--- src/shared/psts_pkg.sv ---
// constants, field layouts and carrier types of the pid self-tuning sequencer
// assumes a 100 MHz system clock and an ahb-lite master with one slave
// How it works
// - transistor output gets configurable on delay flag
// - mode code 0 off, 1-4 starting, 4 also vibration
// - vibration tuning only with mode code four
// - starting tuning at control start or set change
// - vibration tuning when stable loop starts oscillating
// - tuning start clears bit0, raises active flag
// - poor response stores constants, sets bit0
// - tuning end drops the active flag
// - self-tuning standard mode only; auto tuning both
// - request rise starts auto tuning; update at end
// - auto tuning alone updates loop break time, in standard control only
// - self-tuning never toggles the manipulated value
// - auto tuning drives manipulated value on/off
// - self-tuning prevented by pid not full sets status bit eight
// - failed or timed out tuning sets bit ten
package psts_pkg;
  // sizes
  localparam int CH_NUM = 4;
  localparam int ADDR_W = 12;
  localparam int MODE_W = 3;
  localparam int STW_W = 16;
  localparam int LBJ_W = 16;
  localparam int ONDLY_W = 16;
  localparam int TMR_W = 40;
  localparam int IRQ_W = 12;
  // timing, time figure first, cycle count derived from the rate
  localparam int CLK_HZ = 100_000_000;
  localparam int ST_TIMEOUT_S = 6000;
  localparam logic [63:0] ST_TIMEOUT_CYC64 = 64'(ST_TIMEOUT_S) * 64'(CLK_HZ);
  localparam logic [TMR_W-1:0] ST_TIMEOUT_CYC = ST_TIMEOUT_CYC64[TMR_W-1:0];
  localparam int ON_TICK_MS = 1;
  localparam logic [31:0] ON_TICK_CYC = 32'(CLK_HZ / 1000 * ON_TICK_MS);
  // tuning mode codes
  localparam logic [MODE_W-1:0] MODE_OFF = 3'h0;
  localparam logic [MODE_W-1:0] MODE_PID = 3'h1;
  localparam logic [MODE_W-1:0] MODE_RISE = 3'h2;
  localparam logic [MODE_W-1:0] MODE_BOTH = 3'h3;
  localparam logic [MODE_W-1:0] MODE_VIB = 3'h4;
  // tuning status word bits
  localparam int STW_AUTOCORR = 0;
  localparam int STW_DISABLE = 8;
  localparam int STW_ERROR = 10;
  // byte offsets of the register file
  localparam logic [ADDR_W-1:0] OFS_MODE = 12'h000;
  localparam logic [ADDR_W-1:0] OFS_CTRL = 12'h004;
  localparam logic [ADDR_W-1:0] OFS_FLAGS = 12'h008;
  localparam logic [ADDR_W-1:0] OFS_ONDLY = 12'h00C;
  localparam logic [ADDR_W-1:0] OFS_IRQ_STAT = 12'h010;
  localparam logic [ADDR_W-1:0] OFS_IRQ_CLR = 12'h014;
  localparam logic [ADDR_W-1:0] OFS_IRQ_EN = 12'h018;
  localparam logic [ADDR_W-1:0] OFS_STW_BASE = 12'h020;
  localparam logic [ADDR_W-1:0] OFS_STW_STEP = 12'h004;
  // loop break judge time is placed by word index; byte address is index times four
  localparam logic [ADDR_W-1:0] LBJ_IDX_CH1 = 12'h116;
  localparam logic [ADDR_W-1:0] LBJ_IDX_STEP = 12'h030;
  // field positions
  localparam int CTRL_HEATCOOL = 0;
  localparam int CTRL_REQ_LSB = 4;
  localparam int FLG_ACT_LSB = 0;
  localparam int FLG_OND_LSB = 4;
  localparam int FLG_AT_LSB = 8;
  localparam int IRQ_DONE_LSB = 0;
  localparam int IRQ_ERR_LSB = 4;
  localparam int IRQ_AT_LSB = 8;
  // reset values
  localparam logic [ONDLY_W-1:0] ONDLY_RST = 16'h0000;
  localparam logic [LBJ_W-1:0] LBJ_RST = 16'h0000;
  localparam int HTRANS_ACT_BIT = 1;
  // channel sequencer states
  typedef enum logic [1:0] {CH_IDLE, CH_ST, CH_VIB, CH_AT} psts_ch_state_type;
  // per-channel signals from the control and analysis logic
  typedef struct packed {
    logic run;
    logic sv_change;
    logic oscillation;
    logic resp_done;
    logic resp_poor;
    logic st_fail;
    logic pid_full;
    logic at_done;
    logic [LBJ_W-1:0] lbj;
    logic tout_req;
  } psts_ch_in_type;
  // ahb-lite slave inputs and outputs
  typedef struct packed {
    logic hsel;
    logic [31:0] haddr;
    logic [1:0] htrans;
    logic hwrite;
    logic [2:0] hsize;
    logic [31:0] hwdata;
    logic hready;
  } psts_ahb_in_type;
  typedef struct packed {
    logic [31:0] hrdata;
    logic hreadyout;
    logic hresp;
  } psts_ahb_out_type;
endpackage

--- src/design/psts_on_delay.sv ---
// on delay timers for the transistor outputs of all channels
// assumes requests come from logic on the same clock
`timescale 1ns/1ps
module psts_on_delay #(
  parameter int P_NCH = 4,
  parameter logic [31:0] P_TICK_CYC = psts_pkg::ON_TICK_CYC
) (
  input wire logic i_clk_sys,
  input wire logic i_nrst,
  input wire logic [P_NCH-1:0] i_req,
  input wire logic [psts_pkg::ONDLY_W-1:0] i_delay,
  output logic [P_NCH-1:0] o_tout,
  output logic [P_NCH-1:0] o_flag
);
  import psts_pkg::*;

  if (P_TICK_CYC < 32'h1) begin : g_bad_tick
    $error("tick period must be at least one cycle");
  end

  // whole state of the timers
  typedef struct packed {
    logic [31:0] pre;
    logic [P_NCH-1:0][ONDLY_W-1:0] cnt;
    logic [P_NCH-1:0] tout;
    logic [P_NCH-1:0] flag;
  } psts_ond_state_type;

  psts_ond_state_type s_q;
  psts_ond_state_type s_d;

  // prescaler and per-channel delay counters
  always_comb begin
    logic tick;
    tick = (s_q.pre == P_TICK_CYC - 32'h1);
    s_d = s_q;
    s_d.pre = tick ? 32'h0 : s_q.pre + 32'h1;
    for (int c = 0; c < P_NCH; c++) begin
      s_d.tout[c] = i_req[c];
      if (!i_req[c]) begin
        // output off: the flag follows at once
        s_d.cnt[c] = '0;
        s_d.flag[c] = 1'b0;
      end else if (s_q.cnt[c] >= i_delay) begin
        s_d.flag[c] = 1'b1;
      end else if (tick) begin
        // counting whole ticks, so the lag can be one tick short
        s_d.cnt[c] = s_q.cnt[c] + 16'h1;
      end
    end
  end

  // state register
  always_ff @(posedge i_clk_sys) begin
    if (!i_nrst) begin
      s_q <= '0;
    end else begin
      s_q <= s_d;
    end
  end

  assign o_tout = s_q.tout;
  assign o_flag = s_q.flag;
endmodule

--- src/design/psts_top.sv ---
// per-channel self-tuning and auto tuning sequencer with ahb-lite registers
// assumes channel inputs are synchronous to i_clk_sys and one bus master
//
// Added by the designer: the AHB-Lite interface to the registers.
`timescale 1ns/1ps
module psts_top #(
  parameter int P_NCH = 4,
  parameter logic [psts_pkg::TMR_W-1:0] P_ST_TIMEOUT_CYC = psts_pkg::ST_TIMEOUT_CYC,
  parameter logic [31:0] P_TICK_CYC = psts_pkg::ON_TICK_CYC
) (
  input wire logic i_clk_sys,
  input wire logic i_nrst,
  input wire psts_pkg::psts_ahb_in_type i_ahb,
  output psts_pkg::psts_ahb_out_type o_ahb,
  input wire psts_pkg::psts_ch_in_type [P_NCH-1:0] i_ch,
  output logic [P_NCH-1:0] o_tuning_active,
  output logic [P_NCH-1:0] o_at_mv_onoff,
  output logic [P_NCH-1:0] o_pid_write,
  output logic [P_NCH-1:0] o_rise_write,
  output logic [P_NCH-1:0] o_tout,
  output logic [P_NCH-1:0] o_on_delay_flag,
  output logic o_irq
);
  import psts_pkg::*;

  // register layout holds at most four channels
  if (P_NCH < 1 || P_NCH > CH_NUM) begin : g_bad_nch
    $error("channel count must be 1 to 4");
  end
  if (P_ST_TIMEOUT_CYC < 40'h1) begin : g_bad_tmo
    $error("timeout must be at least one cycle");
  end

  // one channel sequencer
  typedef struct packed {
    psts_ch_state_type st;
    logic run_prev;
    logic req_prev;
    logic [TMR_W-1:0] tmr;
    logic [STW_W-1:0] stw;
    logic [LBJ_W-1:0] lbj;
  } psts_chst_type;

  // whole state of the block
  typedef struct packed {
    psts_chst_type [P_NCH-1:0] ch;
    logic [P_NCH*MODE_W-1:0] mode;
    logic [P_NCH-1:0] req;
    logic heat_cool;
    logic [P_NCH-1:0] act;
    logic [P_NCH-1:0] mvon;
    logic [P_NCH-1:0] pidw;
    logic [P_NCH-1:0] risew;
    logic [ONDLY_W-1:0] ondly;
    logic [IRQ_W-1:0] irq_st;
    logic [IRQ_W-1:0] irq_en;
    logic irq;
    logic wr_pend;
    logic [ADDR_W-1:0] wr_addr;
    logic [31:0] hrdata;
    logic hready;
  } psts_state_type;

  psts_state_type s_q;
  psts_state_type s_d;
  logic [P_NCH-1:0] ond_flag; // from the on delay timers
  logic [P_NCH-1:0] tout_req; // transistor output requests

  // byte address of a channel's status word
  function automatic logic [ADDR_W-1:0] stw_addr(input int c);
    stw_addr = ADDR_W'(OFS_STW_BASE + OFS_STW_STEP * ADDR_W'(c));
  endfunction

  // byte address of a channel's loop break judge time, four times its index
  function automatic logic [ADDR_W-1:0] lbj_addr(input int c);
    logic [ADDR_W+1:0] idx;
    idx = (ADDR_W+2)'(LBJ_IDX_CH1 + LBJ_IDX_STEP * ADDR_W'(c));
    lbj_addr = ADDR_W'(idx << 2);
  endfunction

  // bus slave, register file, channel sequencers and interrupt
  always_comb begin
    logic take;
    logic [ADDR_W-1:0] a;
    logic [31:0] rd;
    logic [IRQ_W-1:0] ev;
    logic [IRQ_W-1:0] clr;
    logic [MODE_W-1:0] md;
    logic at_start;
    logic run_rise;
    logic st_ok;
    take = i_ahb.hsel & i_ahb.htrans[HTRANS_ACT_BIT] & i_ahb.hready;
    a = i_ahb.haddr[ADDR_W-1:0];
    rd = '0;
    ev = '0;
    clr = '0;
    md = '0;
    at_start = 1'b0;
    run_rise = 1'b0;
    st_ok = 1'b0;
    s_d = s_q;
    s_d.pidw = '0;
    s_d.risew = '0;

    // write data phase: one wait state, so a read right after sees the new value
    if (s_q.wr_pend) begin
      s_d.wr_pend = 1'b0;
      s_d.hready = 1'b1;
      case (s_q.wr_addr)
        OFS_MODE: s_d.mode = i_ahb.hwdata[P_NCH*MODE_W-1:0];
        OFS_CTRL: begin
          s_d.heat_cool = i_ahb.hwdata[CTRL_HEATCOOL];
          s_d.req = i_ahb.hwdata[CTRL_REQ_LSB +: P_NCH];
        end
        OFS_ONDLY: s_d.ondly = i_ahb.hwdata[ONDLY_W-1:0];
        OFS_IRQ_CLR: clr = i_ahb.hwdata[IRQ_W-1:0];
        OFS_IRQ_EN: s_d.irq_en = i_ahb.hwdata[IRQ_W-1:0];
        default: ; // read-only or unmapped: ignored
      endcase
      for (int c = 0; c < P_NCH; c++) begin
        if (s_q.wr_addr == lbj_addr(c)) begin
          s_d.ch[c].lbj = i_ahb.hwdata[LBJ_W-1:0];
        end
      end
    end

    // read mux, unmapped addresses read zero
    case (a)
      OFS_MODE: rd[P_NCH*MODE_W-1:0] = s_q.mode;
      OFS_CTRL: begin
        rd[CTRL_HEATCOOL] = s_q.heat_cool;
        rd[CTRL_REQ_LSB +: P_NCH] = s_q.req;
      end
      OFS_FLAGS: begin
        rd[FLG_ACT_LSB +: P_NCH] = s_q.act;
        rd[FLG_OND_LSB +: P_NCH] = ond_flag;
        rd[FLG_AT_LSB +: P_NCH] = s_q.mvon;
      end
      OFS_ONDLY: rd[ONDLY_W-1:0] = s_q.ondly;
      OFS_IRQ_STAT: rd[IRQ_W-1:0] = s_q.irq_st;
      OFS_IRQ_EN: rd[IRQ_W-1:0] = s_q.irq_en;
      default: ; // per-channel words below
    endcase
    for (int c = 0; c < P_NCH; c++) begin
      if (a == stw_addr(c)) begin
        rd[STW_W-1:0] = s_q.ch[c].stw;
      end
      if (a == lbj_addr(c)) begin
        rd[LBJ_W-1:0] = s_q.ch[c].lbj;
      end
    end

    // address phase
    if (take) begin
      if (i_ahb.hwrite) begin
        s_d.wr_pend = 1'b1;
        s_d.wr_addr = a;
        s_d.hready = 1'b0;
      end else begin
        s_d.hrdata = rd;
      end
    end

    // channel sequencers, all running side by side
    for (int c = 0; c < P_NCH; c++) begin
      md = s_q.mode[c*MODE_W +: MODE_W];
      at_start = s_q.req[c] & ~s_q.ch[c].req_prev;
      run_rise = i_ch[c].run & ~s_q.ch[c].run_prev;
      // self-tuning needs a mode, standard control and full pid
      st_ok = (md != MODE_OFF) & ~s_q.heat_cool & i_ch[c].pid_full & i_ch[c].run;
      s_d.ch[c].req_prev = s_q.req[c];
      s_d.ch[c].run_prev = i_ch[c].run;
      s_d.ch[c].stw[STW_DISABLE] = (md != MODE_OFF) & ~i_ch[c].pid_full;
      case (s_q.ch[c].st)
        CH_IDLE: begin
          if (at_start) begin
            // auto tuning runs in either control mode
            s_d.ch[c].st = CH_AT;
            s_d.act[c] = 1'b1;
            s_d.mvon[c] = 1'b1;
          end else if (st_ok && (run_rise || i_ch[c].sv_change)) begin
            s_d.ch[c].st = CH_ST;
            s_d.act[c] = 1'b1;
            s_d.ch[c].stw[STW_AUTOCORR] = 1'b0;
            s_d.ch[c].stw[STW_ERROR] = 1'b0;
            s_d.ch[c].tmr = '0;
          end else if (st_ok && md == MODE_VIB && i_ch[c].oscillation) begin
            s_d.ch[c].st = CH_VIB;
            s_d.act[c] = 1'b1;
            s_d.ch[c].stw[STW_AUTOCORR] = 1'b0;
            s_d.ch[c].stw[STW_ERROR] = 1'b0;
            s_d.ch[c].tmr = '0;
          end
        end
        CH_ST, CH_VIB: begin
          // the manipulated value is left to the control loop here
          s_d.ch[c].tmr = s_q.ch[c].tmr + 40'h1;
          if (at_start) begin
            // auto tuning takes over; self-tuning is not run meanwhile
            s_d.ch[c].st = CH_AT;
            s_d.mvon[c] = 1'b1;
          end else if (md == MODE_OFF || !i_ch[c].run || s_q.heat_cool) begin
            // discontinued without error
            s_d.ch[c].st = CH_IDLE;
            s_d.act[c] = 1'b0;
          end else if (i_ch[c].st_fail || s_q.ch[c].tmr >= P_ST_TIMEOUT_CYC - 40'h1) begin
            s_d.ch[c].stw[STW_ERROR] = 1'b1;
            s_d.ch[c].st = CH_IDLE;
            s_d.act[c] = 1'b0;
            ev[IRQ_ERR_LSB + c] = 1'b1;
          end else if (i_ch[c].resp_done) begin
            if (i_ch[c].resp_poor || s_q.ch[c].st == CH_VIB) begin
              // new constants computed while control ran undisturbed
              s_d.pidw[c] = (md != MODE_RISE);
              s_d.risew[c] = (md == MODE_RISE) || (md == MODE_BOTH);
              s_d.ch[c].stw[STW_AUTOCORR] = 1'b1;
            end
            s_d.ch[c].st = CH_IDLE;
            s_d.act[c] = 1'b0;
            ev[IRQ_DONE_LSB + c] = 1'b1;
          end
        end
        CH_AT: begin
          if (i_ch[c].at_done) begin
            s_d.pidw[c] = 1'b1;
            if (!s_q.heat_cool) begin
              s_d.ch[c].lbj = i_ch[c].lbj;
            end
            s_d.mvon[c] = 1'b0;
            s_d.act[c] = 1'b0;
            s_d.ch[c].st = CH_IDLE;
            ev[IRQ_AT_LSB + c] = 1'b1;
          end
        end
        default: begin
          s_d.ch[c].st = CH_IDLE;
          s_d.act[c] = 1'b0;
          s_d.mvon[c] = 1'b0;
        end
      endcase
    end

    // sticky status: an event in the clearing cycle survives
    s_d.irq_st = (s_q.irq_st & ~clr) | ev;
    s_d.irq = |(s_d.irq_st & s_d.irq_en);
  end

  // state register
  always_ff @(posedge i_clk_sys) begin
    if (!i_nrst) begin
      s_q <= '0;
      s_q.ondly <= ONDLY_RST;
      s_q.hready <= 1'b1;
      for (int c = 0; c < P_NCH; c++) begin
        s_q.ch[c].st <= CH_IDLE;
        s_q.ch[c].lbj <= LBJ_RST;
      end
    end else begin
      s_q <= s_d;
    end
  end

  // transistor output with its on delay flag
  psts_on_delay #(
    .P_NCH(P_NCH),
    .P_TICK_CYC(P_TICK_CYC)
  ) u_on_delay (
    .i_clk_sys(i_clk_sys),
    .i_nrst(i_nrst),
    .i_req(tout_req),
    .i_delay(s_q.ondly),
    .o_tout(o_tout),
    .o_flag(ond_flag)
  );

  // gather the per-channel transistor output requests
  always_comb begin
    for (int c = 0; c < P_NCH; c++) begin
      tout_req[c] = i_ch[c].tout_req;
    end
  end

  assign o_on_delay_flag = ond_flag;
  assign o_tuning_active = s_q.act;
  assign o_at_mv_onoff = s_q.mvon;
  assign o_pid_write = s_q.pidw;
  assign o_rise_write = s_q.risew;
  assign o_irq = s_q.irq;
  assign o_ahb.hrdata = s_q.hrdata;
  assign o_ahb.hreadyout = s_q.hready;
  assign o_ahb.hresp = 1'b0;
endmodule

--- config.mk ---
export PLATFORM = sky130hd
export DESIGN_NAME = psts_top
export DESIGN_NICKNAME = d
export VERILOG_FILES = /design/src/shared/psts_pkg.sv /design/src/design/psts_on_delay.sv /design/src/design/psts_top.sv
export SDC_FILE = /design/constraint.sdc
export NUM_CORES = 1
export LEC_CHECK = 0
export ABC_AREA = 1
export BUFFER_PORTS_ARGS = -buffer_cell sky130_fd_sc_hd__buf_2
export CELL_PAD_IN_SITES_DETAIL_PLACEMENT = 1
export CELL_PAD_IN_SITES_GLOBAL_PLACEMENT = 2
export CORE_ASPECT_RATIO = 1.2
export CORE_MARGIN = 2
export CORE_UTILIZATION = 34
export DETAILED_ROUTE_END_ITERATION = 8
export MAX_ROUTING_LAYER = met4
export PLACE_DENSITY_LB_ADDON = 0.05
export SYNTH_ARGS = -nofsm -noshare
export SYNTH_HDL_FRONTEND = slang
export SYNTH_SLANG_ARGS = --single-unit
export TNS_END_PERCENT = 1
--- constraint.sdc ---
create_clock -name i_clk_sys -period 3.4 [get_ports i_clk_sys]
set_clock_uncertainty 0.2 [all_clocks]
set_input_delay 0.34 -clock i_clk_sys [delete_from_list [all_inputs] [get_ports i_clk_sys]]
set_output_delay 0.34 -clock i_clk_sys [all_outputs]
set_load 0.02 [all_outputs]
==> results of run 1 <==
cells by family (layout without fill, tap and decap cells):
logic type / count (synthesis) / count (layout) / synth area share
buffers and inverters: 746 / 1058 / 0.113
multiplexers: 13 / 13 / 0.00481
XOR/XNOR: 93 / 93 / 0.0301
adder cells (fa/ha/maj): 93 / 93 / 0.0430
AND/OR/NAND/NOR: 1845 / 1845 / 0.304
other: 1 / 26 / 0.000139
flip-flops: 460 / 460 / 0.340
AO/OA/AOI/OAI: 830 / 830 / 0.164
state kept, by name, summed over array words and instances (netlist names):
register and count:
o_tuning_active 4, s_q 318, u_on_delay.o_flag 4, o_rise_write 4, o_irq 1, o_pid_write 4
u_on_delay.o_tout 4, o_at_mv_onoff 4, o_ahb 17, s_d 4, u_on_delay.s_q 96
where the power goes:
part           internal (µW)  total, µW  switching [µW]  leakage [µW]
registers               5510       5610             105       0.00371
clock network           3700       6230            2530      0.000913
logic                    594       2040            1440       0.00830
metal layers:
metal | global-route usage | vias up | wire (µm)
li1 | - | 14000 | -
met1 | 0.305 | 13300 | 45300
met2 | 0.470 | 391 | 53800
met3 | 0.0320 | 203 | 3040
met4 | 0.105 | 0 | 4370
met5 | - | - | 0
layout make-up:
class                           count  area, µm²
Fill cell                       10200      46900
Multi-Input combinational cell   2891      14900
Sequential cell                   460       9210
Timing Repair Buffer              378       2760
Inverter                          583       2190
Clock buffer                       83       1650
Tap cell                         1035       1290
Clock inverter                     14        198
Antenna cell                        9       22.5
cell usage in the layout (no fill, tap or decap), drive strengths merged, types with 93 or more instances in the layout:
cell and n:
nand2 765, inv 582, nor2 489, dfxtp 460, a21oi 391, o21ai 333, buf 242, nor3 217
nand3 160, dlygate4sd3 136, nand4 97, ha 93
worst max-delay path: cells and delay by family (launching register included):
kind,cells,cell delay (ps)
AO/OA/AOI/OAI,3,420
buffers and inverters,3,570
flip-flops,1,470
AND/OR/NAND/NOR,8,1150
worst max path at each step:
stage / startpoint / endpoint / cells after the start
global placement: s_q[103] / s_q[182] / 14
CTS: s_q[103] / s_q[182] / 14
floorplan: s_q[80] / u_on_delay.s_q[64] / 12
detailed placement: s_q[103] / s_q[182] / 14
global route: s_q[80] / u_on_delay.s_q[28] / 13
finish: s_q[103] / s_q[182] / 14
metrics by stage:
stage	std cells	instance area, µm²	hold slack, ps	power [µW]
global placement	5211	28900	215	7650
finish	5453	32200	22.5	13900
CTS	5444	32200	3.85	14100
detailed placement	5211	28900	219	7670
global route	5453	32200	2.98	14500
floorplan	4097	27100	207	6920
==> impl_metrics.ini, run 1 <==
[critical_path]
cp-start-kind = flop
worstSetupEndpointType = flop
reg2reg_to = s_q[182]
crit_fanout = 18
r2r_start = s_q[103]
worst_ep_required_time_ps = 3710
rr_worst_depth = 14
arrival_ps = 3250
reg2reg_slack_ps = 460
worst_path_max_delay_cell = dfxtp_1
slowest_delay_ps = 470
crit_chain = buf_4 > nor2_2 > o21ai_2 > nor2_2 > o31ai_2 > o21ai_2 > nand2_4 > inv_2 > buf_4 > nand2_1 > nor3_2 > nand3_1 > nand2_1 > nor2_1
worstSetupPathType = reg2reg

[placed_design]
pre_cts_slack_ps = 466
port_buffers = 175
dp_hpwl_um = 80700
gp_congestion = 0.873

[hold_path]
hold_class = in2reg
holdPathStages = 3
whs_endpoint = s_q[351]
min_from = i_ahb[4]

[synth]
async_reset_ff_frac = 0
syn-mean-instance-area_um2 = 6.63
synth_common_cells = nand2_1, inv_1, nor2_1
synth_area_leaders = dfxtp_1, nand2_1, inv_1
synth_flop_cell = dfxtp_1
synth_area_leader_cell = dfxtp_1
synth_area_um2 = 27100
ys_types = 55
ys_ff_latch = 460
synth_top_cell_area_share = 0.340
yosysWarnings = 0
syn_inst = 4081
synthMostInstantiatedCell = nand2_1
synth_edf_count = 0
ys_seq_area_frac = 0.340

[grt]
grt_max_degree = 53
grt_pass1_wl_um = 165000
antenna_found_initial = 10
grt_pass1_vias = 28900
grtUsageTotal = 0.267
overflow = 0

[clock_network]
clkTransAtPathRegs_ps = 60
cts_buffers = 56
cts_tree = built
cts_root_buffer = clkbuf_16
cts.sinks = 460
cts_resized = 0
cts.path.max_buffers = 3
clock_latency_ps = 620
htree_num_levels = 2
post-cts-setup-buffers = 0
hold_buffers = 136

[floorplanning]
fp.dieH_um = 313
floorplan.initialDensity = 0.342
coreArea_um2 = 79000
dieArea_um2 = 81900
rows = 113
ioPinCount = 233
die_x_um = 262

[sta]
fmaxAchievable_ghz = 0.340
fin_ws_ps = 462
setup_violations = 0
worst_pin_slew_ps = 910
rsz0062_at_grt = no
report.final.slew_viol_count = 0
fin_tns_setup_ps = 0
relSlewSlack = 0.392
hold_viol_final = 0
fin_crit_sh = 0.864
period_minus_slack_ps = 2940

[routing]
first_pass_iters = 5
wl_um = 107000
num_vias = 27900
dr.first_iter.drc_count = 1227
routedWlPerCell_um = 19.5
drc = 0
vias_per_cell = 5.12
antenna_left = 0

[power_and_ir_drop]
ir_drop_uv = 367
total_leakage_power_uw = 0.0129
power_density_nw_per_um2 = 432

[outcome]
status = finished clean

[layout]
drive_above_1_share = 0.0948
utilization = 0.407
fin_nets = 4637
syn_to_final_growth_pct = 18.9

[flow_run]
maxCapViolCount = 0
Note: power is estimated with default switching activity, not from simulation.
==> inputs of run 2 (changes only) <==
ABC_AREA = default   (was 1)
CORE_UTILIZATION = 36   (was 34)
==> impl_metrics.ini, run 2 <==
[sta]
worst_pin_slew_ps = 907
setup_violations = 0
relSlewSlack = 0.393
whs_ps = 26.1
fin_tns_setup_ps = 0
hold_viol_final = 0
fmaxAchievable_ghz = 0.323
report.final.slew_viol_count = 0
period_minus_slack_ps = 3100
rsz0062_at_grt = no
fin_crit_sh = 0.911

[layout]
drive_above_1_share = 0.122
fin_nets = 3432
syn_to_final_growth_pct = 20.5
layout_commonest_cell = dfxtp_1
finalInstanceArea_um2 = 29100
layout_common_cells = dfxtp_1, nor2_1, nand2_1
largest_register_ffs = 318
top_register = s_q
final_cell_count_no_fill = 4107

[clock_network]
clock_latency_ps = 610
cts.sinks = 460
cts_buffers = 54
cts_tree = built
htree_num_levels = 2
clkTransAtPathRegs_ps = 60
post-cts-setup-buffers = 0
cts_root_buffer = clkbuf_16
cts.path.max_buffers = 3

[synth]
ys_ff_latch = 460
async_reset_ff_frac = 0
syn_inst = 2918
syn-mean-instance-area_um2 = 8.26
yosysWarnings = 0
synth_area_leaders = dfxtp_1, nor2_1, ha_1
synth_edf_count = 0
ys_seq_area_frac = 0.382
synth_flop_cell = dfxtp_1
synthMostInstantiatedCell = dfxtp_1
synth_area_leader_cell = dfxtp_1
synth_common_cells = dfxtp_1, nor2_1, nand2_1
synth_top_cell_area_share = 0.382
ys_types = 94
synth_area_um2 = 24100

[placed_design]
dp_hpwl_um = 62600
dpl.cell_count = 3865
gp_congestion = 0.888
place_area_um2 = 25700
port_buffers = 175

[critical_path]
arrival_ps = 3400
cp-start-kind = flop
r2r_start = s_q[33]
worstSetupPathType = reg2reg
crit_fanout = 24
worst_ep_required_time_ps = 3700
worstSetupEndpointType = flop
worstSetupStartpoint = s_q[33]

[power_and_ir_drop]
switching_share = 0.251
power_uw = 13000
p_clk_frac = 0.489
intPower_uw = 9730
power_switching_uw = 3260
power_density_nw_per_um2 = 447
p_seq_frac = 0.429
total_leakage_power_uw = 0.0111
combPwrFrac = 0.083
ir_drop_uv = 328

[routing]
wl_um = 85700
routedWlPerCell_um = 20.9
antenna_left = 0
dr.first_iter.drc_count = 1032
vias_per_cell = 5.49
drc = 0
first_pass_iters = 5
num_vias = 22500

[floorplanning]
fp.dieH_um = 287
ioPinCount = 233
coreArea_um2 = 66000
rows = 103
dieArea_um2 = 69100
floorplan.initialDensity = 0.365
die_x_um = 240

[grt]
grtUsageTotal = 0.252
grt_max_degree = 70
overflow = 0
antenna_found_initial = 5
grt_pass1_vias = 23600
grt_pass1_wl_um = 133000

[flow_run]
maxCapViolCount = 0

[outcome]
status = finished clean

[hold_path]
min_from = i_nrst
hold_class = in2reg
## run 2: metal layers
layer / GRT usage / vias up / share of wire
met2: 0.434 / 461 / 0.49
met4: 0.0943 / 0 / 0.039
met3: 0.0376 / 157 / 0.044
met5: - / - / 0
met1: 0.296 / 11100 / 0.42
li1: - / 10800 / -
## run 2: final cells by class
class / instances / area [µm²]
Fill cell: 7879 / 36900
Antenna cell: 5 / 12.5
Tap cell: 892 / 1120
Multi-Input combinational cell: 2166 / 13600
Clock buffer: 71 / 1570
Inverter: 106 / 400
Timing Repair Buffer: 377 / 2770
Sequential cell: 460 / 9210
Clock inverter: 30 / 372
## run 2: worst max-delay path: stages, from the launching register on
cell	delay (ps)
dfxtp_1	320
nor4_1	300
buf_4	190
nand3_1	160
nor2_1	130
buf_4	200
nand3_1	130
buf_4	280
mux2i_1	310
a211oi_1	140
dlygate4sd3_1	600
## run 2: cells by family after synthesis
group	after synthesis	synth area share
AND/OR/NAND/NOR	1229	0.252
AO/OA/AOI/OAI	570	0.162
flip-flops	460	0.382
buffers and inverters	308	0.0582
XOR/XNOR	170	0.0618
adder cells (fa/ha/maj)	93	0.0483
multiplexers	87	0.0361
other	1	0.000156
## run 2: final timing paths
check | end | slack (ps) | cells past startpoint
hold / removal | o_ahb[14] | 30 | 3
hold reg to reg | u_on_delay.s_q[72] | 260 | 1
setup / recovery | s_q[210] | 300 | 10
setup reg to reg | s_q[210] | 300 | 10
## run 2: timing repair
action | CTS | global route
endpoints found under the setup margin | 0 | 1
hold endpoints to repair | 153 | 0
hold buffers | 136 | 0
gates resized for setup | 0 | 1
## run 2: power by group through the flow
stage / logic, µW / registers [µW] / clock network (µW)
CTS: 1070 / 5570 / 6520
finish: 1070 / 5570 / 6350
global placement: 935 / 5680 / 0
detailed placement: 951 / 5690 / 0
floorplan: 636 / 5630 / 0
global route: 1170 / 5570 / 6740
## run 2: through the flow
step / util / worst slack [ps]
after floorplan: - / 604
after global placement: 0.390 / 416
after detailed placement: 0.390 / 385
after CTS: 0.440 / 91.6
after global routing: 0.440 / 164
final: 0.440 / 304
==> inputs of run 3 (changes only) <==
PLACE_DENSITY_LB_ADDON = 0.1   (was 0.05)
==> impl_metrics.ini, run 3 (synthesis results as in run 2) <==
[routing]
wl_um = 85100
num_vias = 22600
first_pass_iters = 5
drc = 0
antenna_left = 0
routedWlPerCell_um = 20.7
dr.first_iter.drc_count = 1168
vias_per_cell = 5.48

[floorplanning]
floorplan.initialDensity = 0.365
die_x_um = 240
dieArea_um2 = 69100
rows = 103
fp.dieH_um = 287
coreArea_um2 = 66000
ioPinCount = 233

[flow_run]
maxCapViolCount = 0

[layout]
syn_to_final_growth_pct = 20.3
fin_nets = 3439
layout_common_cells = dfxtp_1, nor2_1, nand2_1
top_register = s_q
drive_above_1_share = 0.122
largest_register_ffs = 318
layout_commonest_cell = dfxtp_1

[critical_path]
reg2reg_slack_ps = 340
rr_worst_depth = 9
crit_fanout = 5
reg2reg_to = u_on_delay.s_q[70]
slowest_delay_ps = 590
worst_ep_required_time_ps = 3710
worst_path_max_delay_cell = a2111oi_2
cp_common_cell = a21o_1
crit_family = compound AO/OA/AOI/OAI gates
worstSetupPathType = reg2reg
crit_buf_inv = 1
arrival_ps = 3370
crit_chain = inv_1 > ha_1 > a21o_1 > a21o_1 > a211oi_1 > o21ai_0 > a2111oi_2 > a31o_2 > a21oi_1
worstSetupEndpointType = flop
r2r_start = s_q[80]
cp-start-kind = flop

[clock_network]
htree_num_levels = 2
cts_tree = built
cts_root_buffer = clkbuf_16
clock_latency_ps = 620
cts_buffers = 53
cts_resized = 0
clkTransAtPathRegs_ps = 60
cts.path.max_buffers = 3
cts.sinks = 460

[power_and_ir_drop]
total_leakage_power_uw = 0.0111
ir_drop_uv = 300
power_density_nw_per_um2 = 436

[sta]
fmaxAchievable_ghz = 0.326
report.final.slew_viol_count = 0
whs_ps = 35.6
relSlewSlack = 0.413
setup_violations = 0
fin_crit_sh = 0.901
period_minus_slack_ps = 3060
worst_pin_slew_ps = 877
fin_tns_setup_ps = 0
rsz0062_at_grt = no
hold_viol_final = 0

[grt]
grt_pass1_wl_um = 132000
grt_max_degree = 48
antenna_found_initial = 7
grtUsageTotal = 0.251
grt_pass1_vias = 23500
overflow = 0

[outcome]
status = finished clean

[hold_path]
whs_endpoint = o_rise_write[3]
min_from = i_ch[95]
holdPathStages = 4
hold_class = in2reg

[placed_design]
gp_congestion = 0.944
dp_hpwl_um = 62200
port_buffers = 175
run 3: cell type report:
cell class / count / area, µm²
Antenna cell: 7 / 17.5
Clock buffer: 80 / 1620
Clock inverter: 20 / 206
Fill cell: 7901 / 37000
Inverter: 106 / 400
Multi-Input combinational cell: 2166 / 13600
Sequential cell: 460 / 9210
Tap cell: 892 / 1120
Timing Repair Buffer: 385 / 2840
run 3: metal layers:
layer	part of all wire	global-route usage	vias up	wire length [µm]
li1	-	-	10900	-
met1	0.43	0.294	11100	36300
met2	0.49	0.426	446	41400
met3	0.044	0.0426	179	3760
met4	0.042	0.102	0	3550
met5	0	-	-	0
run 3: worst max path at each step:
stage,startpoint,to,slack [ps],cells past startpoint
3_3_place_gp,s_q[71],u_on_delay.s_q[22],440,8
5_1_grt,s_q[80],u_on_delay.s_q[70],30,9
2_1_floorplan,s_q[194],s_q[187],600,9
3_5_place_dp,s_q[80],u_on_delay.s_q[70],350,9
6_report,s_q[80],u_on_delay.s_q[70],340,9
4_1_cts,s_q[80],u_on_delay.s_q[70],330,9
run 3: tightest hold or removal path, cell delays in order:
cell and delay, ps:
buf_2 100, nor2_1 130, or4b_2 160, nor4b_1 50
run 3: timing repair:
item                       in CTS  in global routing
hold endpoints to repair      176                  0
buffers inserted                0                  0
setup endpoints to repair       0                  0
hold buffers                  138                  0
run 3: power by group:
group          internal, µW  switching, µW  leakage (µW)  total, µW
sequential             5470           96.8       0.00371       5570
clock                  3580           2420      0.000913       6000
combinational           420            670       0.00649       1090
total                  9470           3190        0.0111      12700
run 3: through the flow:
stage / std cells / setup WS (ps) / power [µW] / area [µm²] / utilization
2_1_floorplan: 2934 / 604 / 6270 / 24200 / -
3_3_place_gp: 3871 / 445 / 6630 / 25800 / 0.391
3_5_place_dp: 3871 / 345 / 6650 / 25800 / 0.391
4_1_cts: 4109 / 332 / 12800 / 29000 / 0.439
5_1_grt: 4116 / 33.5 / 13100 / 29000 / 0.439
6_report: 4116 / 335 / 12700 / 29000 / 0.439
